<file path="config.mk">
export PLATFORM = sky130hd
export DESIGN_NAME = wit_watch_interval_timer
export DESIGN_NICKNAME = d
export VERILOG_FILES = /design/src/design/wit_pkg.sv /design/src/design/wit_sync_edge.sv /design/src/design/wit_watch_interval_timer.sv
export SDC_FILE = /design/constraint.sdc
export NUM_CORES = 1
export LEC_CHECK = 0
export BUFFER_PORTS_ARGS = -buffer_cell sky130_fd_sc_hd__clkbuf_2
export CAP_MARGIN = 20
export CORE_MARGIN = 2
export CORE_UTILIZATION = 45
export DETAILED_ROUTE_END_ITERATION = 8
export GPL_TIMING_DRIVEN = 0
export PLACE_DENSITY = 0.68
export SYNTH_ARGS = -nofsm -noshare
export SYNTH_HDL_FRONTEND = slang
export SYNTH_SLANG_ARGS = --single-unit
</file>
<file path="constraint.sdc">
create_clock -name core_clk -period 4.25 [get_ports core_clk]
set_input_delay 0.85 -clock core_clk [delete_from_list [all_inputs] [get_ports core_clk]]
set_output_delay 0.85 -clock core_clk [all_outputs]
set_load 0.02 [all_outputs]
</file>
<file path="src/design/wit_pkg.sv">
// constants shared by the watch interval timer files
`default_nettype none
package wit_pkg;
  localparam logic [15:0] WIT_MODE_ADDR = 16'hff41;
  localparam logic [7:0] WIT_MODE_RESET = 8'h00;
  localparam logic [7:0] WIT_MODE_MASK = 8'hfb;
  localparam int WIT_CLK_SEL_BIT = 7;
  localparam int WIT_IVL_SEL_LSB = 4;
  localparam int WIT_IVL_SEL_W = 3;
  localparam int WIT_PERIOD_SEL_BIT = 3;
  localparam int WIT_RUN_BIT = 1;
  localparam int WIT_ENABLE_BIT = 0;
  localparam int WIT_MAIN_DIV_LOG2 = 7;
  localparam int WIT_PRESC_W = 9;
  localparam int WIT_CNT_W = 5;
  localparam int WIT_IVL_BASE_LOG2 = 4;
  localparam int WIT_SHORT_TAP_LOG2 = 5;
  localparam logic [2:0] WIT_IVL_SEL_MAX = 3'h5;
endpackage
`default_nettype wire

</file>
<file path="src/design/wit_sync_edge.sv">
// two-flop synchroniser with a rising edge pulse
`default_nettype none
module wit_sync_edge (
  input wire logic core_clk,
  input wire logic arst_n,
  input wire logic async_in,
  output logic rise_pulse
);
  logic meta_q;
  logic sync_q;
  logic prev_q;

  always_ff @(posedge core_clk or negedge arst_n) begin
    if (!arst_n) begin
      meta_q <= 1'b0;
      sync_q <= 1'b0;
      prev_q <= 1'b0;
    end else begin
      meta_q <= async_in;
      sync_q <= meta_q;
      prev_q <= sync_q;
    end
  end

  assign rise_pulse = sync_q & ~prev_q;
endmodule
`default_nettype wire

</file>
<file path="src/design/wit_watch_interval_timer.sv">
// watch timer with 9-bit prescaler, 5-bit counter and interval tap
// Function
// - The watch clock is the main clock divided by 2^7 when the clock select bit is 0, else the subsystem clock.
// - Interval select codes 0 to 5 pick a prescaler interval of 2^4 to 2^9 watch clocks; codes 6 and 7 are prohibited.
// - The watch period select bit picks 2^14 watch clocks when 0 and 2^5 watch clocks when 1.
// - With the counter run bit at 0 the 5-bit counter is stopped and held clear; at 1 it counts.
// - With the operation enable bit at 0 the timer stops and both prescaler and counter are cleared.
// - Clearing only the run bit restarts the watch count from zero while the prescaler keeps running.
// - With the 2^14 watch period the first watch interrupt after enabling comes one prescaler output late; later ones are exact.
// - Watch and interval interrupts work at the same time, each with its own request.
// - The interval interrupt repeats at the end of every selected interval while operation is enabled.
// - Reset loads the mode register with zero.
`default_nettype none
module wit_watch_interval_timer
  import wit_pkg::*;
(
  input wire logic core_clk,
  input wire logic arst_n,
  input wire logic sub_clk_in,
  input wire logic [15:0] reg_addr,
  input wire logic reg_wr_en,
  input wire logic [7:0] reg_wdata,
  output logic [7:0] reg_rdata,
  output logic watch_interrupt,
  output logic interval_interrupt
);
  // ----------------------------------------------------------------
  // mode register
  // ----------------------------------------------------------------
  logic [7:0] mode_q;
  wire mode_hit = reg_wr_en && (reg_addr == WIT_MODE_ADDR);
  wire count_clock_select = mode_q[WIT_CLK_SEL_BIT];
  wire [2:0] interval_select = mode_q[WIT_IVL_SEL_LSB +: WIT_IVL_SEL_W];
  wire watch_period_select = mode_q[WIT_PERIOD_SEL_BIT];
  wire counter_run = mode_q[WIT_RUN_BIT];
  wire operation_enable = mode_q[WIT_ENABLE_BIT];

  // mode bits 3..7 are assumed stable while running, so no resync on change
  always_ff @(posedge core_clk or negedge arst_n) begin
    if (!arst_n) begin
      mode_q <= WIT_MODE_RESET;
    end else if (mode_hit) begin
      mode_q <= reg_wdata & WIT_MODE_MASK;
    end
  end

  logic [7:0] rdata_q;
  always_ff @(posedge core_clk or negedge arst_n) begin
    if (!arst_n) begin
      rdata_q <= 8'h00;
    end else begin
      rdata_q <= (reg_addr == WIT_MODE_ADDR) ? mode_q : 8'h00;
    end
  end
  assign reg_rdata = rdata_q;

  // ----------------------------------------------------------------
  // watch clock source
  // ----------------------------------------------------------------
  logic [WIT_MAIN_DIV_LOG2-1:0] div_q;
  logic sub_tick;
  wire div_tick = &div_q;

  always_ff @(posedge core_clk or negedge arst_n) begin
    if (!arst_n) begin
      div_q <= '0;
    end else begin
      div_q <= div_q + 1'b1;
    end
  end

  wit_sync_edge u_sub_sync (
    .core_clk(core_clk),
    .arst_n(arst_n),
    .async_in(sub_clk_in),
    .rise_pulse(sub_tick)
  );

  wire watch_tick = count_clock_select ? sub_tick : div_tick;

  // ----------------------------------------------------------------
  // prescaler and taps
  // ----------------------------------------------------------------
  logic [WIT_PRESC_W-1:0] presc_q;
  wire presc_step = operation_enable && watch_tick;

  always_ff @(posedge core_clk or negedge arst_n) begin
    if (!arst_n) begin
      presc_q <= '0;
    end else if (!operation_enable) begin
      presc_q <= '0;
    end else if (watch_tick) begin
      presc_q <= presc_q + 1'b1; // not cleared by the run bit
    end
  end

  // prohibited codes fall back to the longest tap rather than stalling
  wire [3:0] ivl_log2 = (interval_select > WIT_IVL_SEL_MAX) ? 4'(WIT_PRESC_W)
                      : 4'(WIT_IVL_BASE_LOG2) + {1'b0, interval_select};
  wire [WIT_PRESC_W-1:0] ivl_mask = WIT_PRESC_W'((10'h001 << ivl_log2) - 10'h001);
  wire ivl_end = presc_step && ((presc_q & ivl_mask) == ivl_mask);
  wire presc_out = presc_step && (&presc_q);
  wire short_tap = presc_step && (&presc_q[WIT_SHORT_TAP_LOG2-1:0]);

  // ----------------------------------------------------------------
  // 5-bit counter
  // ----------------------------------------------------------------
  logic [WIT_CNT_W-1:0] cnt_q;
  logic armed_q;
  wire cnt_clear = !operation_enable || !counter_run;
  // a wrap in the very cycle that stop is seen would leak a stray watch request
  wire cnt_step = armed_q && presc_out && !cnt_clear;
  wire cnt_wrap = cnt_step && (&cnt_q);

  // the counter only joins on the prescaler output after start: first period is late
  always_ff @(posedge core_clk or negedge arst_n) begin
    if (!arst_n) begin
      armed_q <= 1'b0;
    end else if (cnt_clear) begin
      armed_q <= 1'b0;
    end else if (presc_out) begin
      armed_q <= 1'b1;
    end
  end

  always_ff @(posedge core_clk or negedge arst_n) begin
    if (!arst_n) begin
      cnt_q <= '0;
    end else if (cnt_clear) begin
      cnt_q <= '0;
    end else if (cnt_step) begin
      cnt_q <= cnt_q + 1'b1;
    end
  end

  // ----------------------------------------------------------------
  // interrupt requests
  // ----------------------------------------------------------------
  wire watch_evt = watch_period_select ? (short_tap && counter_run) : cnt_wrap;
  logic watch_irq_q;
  logic ivl_irq_q;

  always_ff @(posedge core_clk or negedge arst_n) begin
    if (!arst_n) begin
      watch_irq_q <= 1'b0;
      ivl_irq_q <= 1'b0;
    end else begin
      watch_irq_q <= watch_evt;
      ivl_irq_q <= ivl_end;
    end
  end
  assign watch_interrupt = watch_irq_q;
  assign interval_interrupt = ivl_irq_q;

  // ----------------------------------------------------------------
  // helper: core cycles since the last watch tick, pins the main-clock rate
  // ----------------------------------------------------------------
  logic [7:0] tick_gap_q;
  logic gap_valid_q;
  always_ff @(posedge core_clk or negedge arst_n) begin
    if (!arst_n) begin
      tick_gap_q <= 8'h00;
      gap_valid_q <= 1'b0;
    end else if (watch_tick || count_clock_select) begin
      tick_gap_q <= 8'h00;
      gap_valid_q <= watch_tick && !count_clock_select;
    end else begin
      tick_gap_q <= tick_gap_q + 8'h01;
    end
  end
endmodule
`default_nettype wire
</file>
==> run summary <==
Worst skew pair latency: 0.29 ns
GP Congestion: 0.769
Post-cts resize count: 0
Synthesized area: 1840 um^2
Post-synthesis adder-cell area fraction: 4.76%
H-Tree Depth: 2
Die height: 68.0 um
R2R Setup Slk: 2.05 ns
Ports: 38
Hold Vio Cnt, Final: 0
Nets@finish: 241
DRT antenna net count: 0
Hpwl dp: 2730 um
Diode count: 0
Gate Count Post-Synth: 162
Grt met2 use: 31.1%
TritonRoute pass-1 iters: 4
Asr flop ratio synth: 100%
Unrepaired setup endpoints after global routing: no
Total Routing Usage GR: 18.6%
Compound-Gate Fraction of Synth Area: 9.85%
Vias in the first global route: 1449
Slew margin rel.: 64.2%
Main combinational cell family by area after synthesis: simple AND/OR/NAND/NOR gates
#FFs+latches synth: 41
Die area: 4620 um^2
CTS sink count: 41
Worst path slowest cell: or4_4
Fin crit period: 2.28 ns
Leakage: 1.06 nW
Setup Viol. Count Final: 0
DR WL/cell: 14.3 um
Cell Chain, Critical Path: clkbuf_2 > or4_4 > nor4_4 > nand2_4 > mux2_2
Gr ovfl total: 0
Achievable Freq: 438 MHz
Status: completed
Slew at the pin closest to its max-slew limit: 0.536 ns
Initial antenna violation count: 0
Routed vias: 1410
Initial core utilization: 46.4%
DRC: 0
Kind of critical path: in -> reg
Syn-to-layout area delta: 20.1%
Post-CTS setup buffers: 0
# rows: 23
Skew final: 0.00653 ns
Final Cell Area: 2210 um^2
# Max-Cap Violations: 0
Power Dens Cells: 314 nW/um^2
XOR/XNOR share of the synthesized area: 3.33%
VDD IR max: 0.135 mV
Hold buffer count at CTS: 0
CTS tree: built
Setup crit end kind: flop
Synth Area in Simple Gates: 19.5%
Post-place instance area: 2080 um^2
GRT busiest layer: met2
Sum Neg Setup Slack: 0 ns
Worst-path clk slew: 0.07 ns
M3 GR Usage: 3.45%
First-pass GRT wire length: 6420 um
CTS buffer count: 5
Final slew viol count: 0
Final wirelength: 3670 um
Startpoint Class: input pin
Pre-CTS setup slack: 1.64 ns
CP delay by family, top: simple AND/OR/NAND/NOR gates
Mux cell area share after synthesis: 4.82%
Sequential area share after synthesis: 55.7%
Crit path arrival time: 2.46 ns
Path type of the worst min-delay path: reg -> reg
Deepest clock path buffer count: 2
Via density: 5.49
Root Driver: clkbuf_8
Final setup margin: 1.97 ns
CP bufs+invs: 1
Met1 usage: 23.5%
Distinct cells, synth: 38
Share of post-route cells with drive strength above 1: 30.9%
Yosys Warn Count: 0
Iter 0 DRT Violations: 114
Core area: 3970 um^2
Number of buffers added on ports: 35
Syn avg cell area: 11.4 um^2
Ys flop type: dfrtp_1
Final period util: 53.7%
Post-synth EDFFs: 0
Crit path max fanout: 8
Worst EP required: 4.42 ns
Largest net degree at the start of global routing: 42
Die W: 68.0 um
Slowest cell delay on critical path: 0.53 ns
Final core occ: 55.7%
[cells in the final DEF (no fill, tap or decap), types with 2 or more instances in the layout]
cell type	synthesis	final
nand3_1	12	12
o31ai_1	2	2
ha_1	7	7
o2111ai_1	2	2
nand2_1	13	13
clkbuf_1	2	2
nand4b_1	2	2
conb_1	2	3
a21oi_1	14	14
xnor2_1	4	4
clkbuf_8	0	7
nor2_1	7	7
dfrtp_1	41	41
o21ai_0	7	7
inv_1	3	3
and3_1	3	3
and2_2	7	7
mux2_2	7	7
clkbuf_2	0	35
or3_1	4	4
xor2_1	3	3
nand4_1	2	2
[where the power goes]
part | switching (mW) | internal [mW] | total, mW
logic | 0.0136 | 0.0136 | 0.0271
clock network | 0.129 | 0.147 | 0.276
registers | 0.000777 | 0.391 | 0.392
[area by class of cell]
class | count | area (um^2)
Buffer | 3 | 15.0
Clock buffer | 7 | 96.3
Clock inverter | 1 | 5.00
Fill cell | 356 | 1760
Inverter | 4 | 15.0
Multi-Input combinational cell | 115 | 790
Sequential cell | 41 | 1030
Tap cell | 50 | 62.6
Timing Repair Buffer | 36 | 203
[worst register-to-register path, cell delays in order (launching register included)]
cell     delay, ns
dfrtp_1       0.42
ha_1          0.18
and3_1        0.20
nand3_1       0.13
nor2_1        0.15
ha_1          0.21
nand3_1       0.17
or4_1         0.50
a21oi_1       0.17
[state kept, by name, indices dropped and copies added, names as in the netlist]
name / count
interval_interrupt: 1
u_sub_sync.meta_q: 1
cnt_q: 5
u_sub_sync.sync_q: 1
div_q: 7
u_sub_sync.prev_q: 1
reg_rdata: 7
armed_q: 1
mode_q: 7
presc_q: 9
watch_interrupt: 1
[through the flow]
step                hold WS, ns  power (mW)  instances
finish                    0.354       0.695        257
CTS                       0.356       0.698        256
global route              0.375       0.727        257
detailed placement        0.339       0.424        248
global placement          0.337       0.423        248
floorplan                 0.331       0.405        163
[cells in the mapped netlist, drive strengths merged, types with 2 or more instances]
library cell | instances | area share [%]
nand2 | 14 | 3.3
o2111ai | 2 | 0.95
ha | 7 | 4.8
dfrtp | 41 | 56
nor2 | 7 | 1.4
conb | 2 | 0.41
inv | 3 | 0.61
nand4b | 2 | 0.95
and2 | 7 | 2.9
o31ai | 2 | 0.81
mux2 | 7 | 4.3
or4 | 2 | 1.0
xor2 | 3 | 1.4
nand4 | 2 | 0.68
or3 | 4 | 1.4
nand3 | 12 | 3.3
o21ai | 7 | 1.9
a21oi | 14 | 3.8
and3 | 3 | 1.0
clkbuf | 2 | 0.41
xnor2 | 4 | 1.9
[path summary, 6_finish.rpt]
check,end,from,cells after the start
max reg2reg,cnt_q[3],presc_q[0],8
min in group asynchronous,div_q[3],arst_n,1
min,u_sub_sync.sync_q,u_sub_sync.meta_q,0
max in group asynchronous,presc_q[3],arst_n,2
max,mode_q[6],reg_addr[2],5
min reg2reg,u_sub_sync.sync_q,u_sub_sync.meta_q,0
[logic make-up (layout without fill, tap and decap cells)]
group,Yosys count,in the layout
flops,41,41
xor+xnor,7,7
buf+inv,7,51
simple gates,60,60
fa+ha+maj,7,7
mux,8,8
other cells,2,3
compound gates,30,30
[routing by layer]
metal / wire (um) / vias up
li1: - / 666
met1: 1620 / 687
met2: 1820 / 50
met3: 175 / 7
met4: 58 / 0
met5: 0 / -
(Power assumes the default switching activity.)
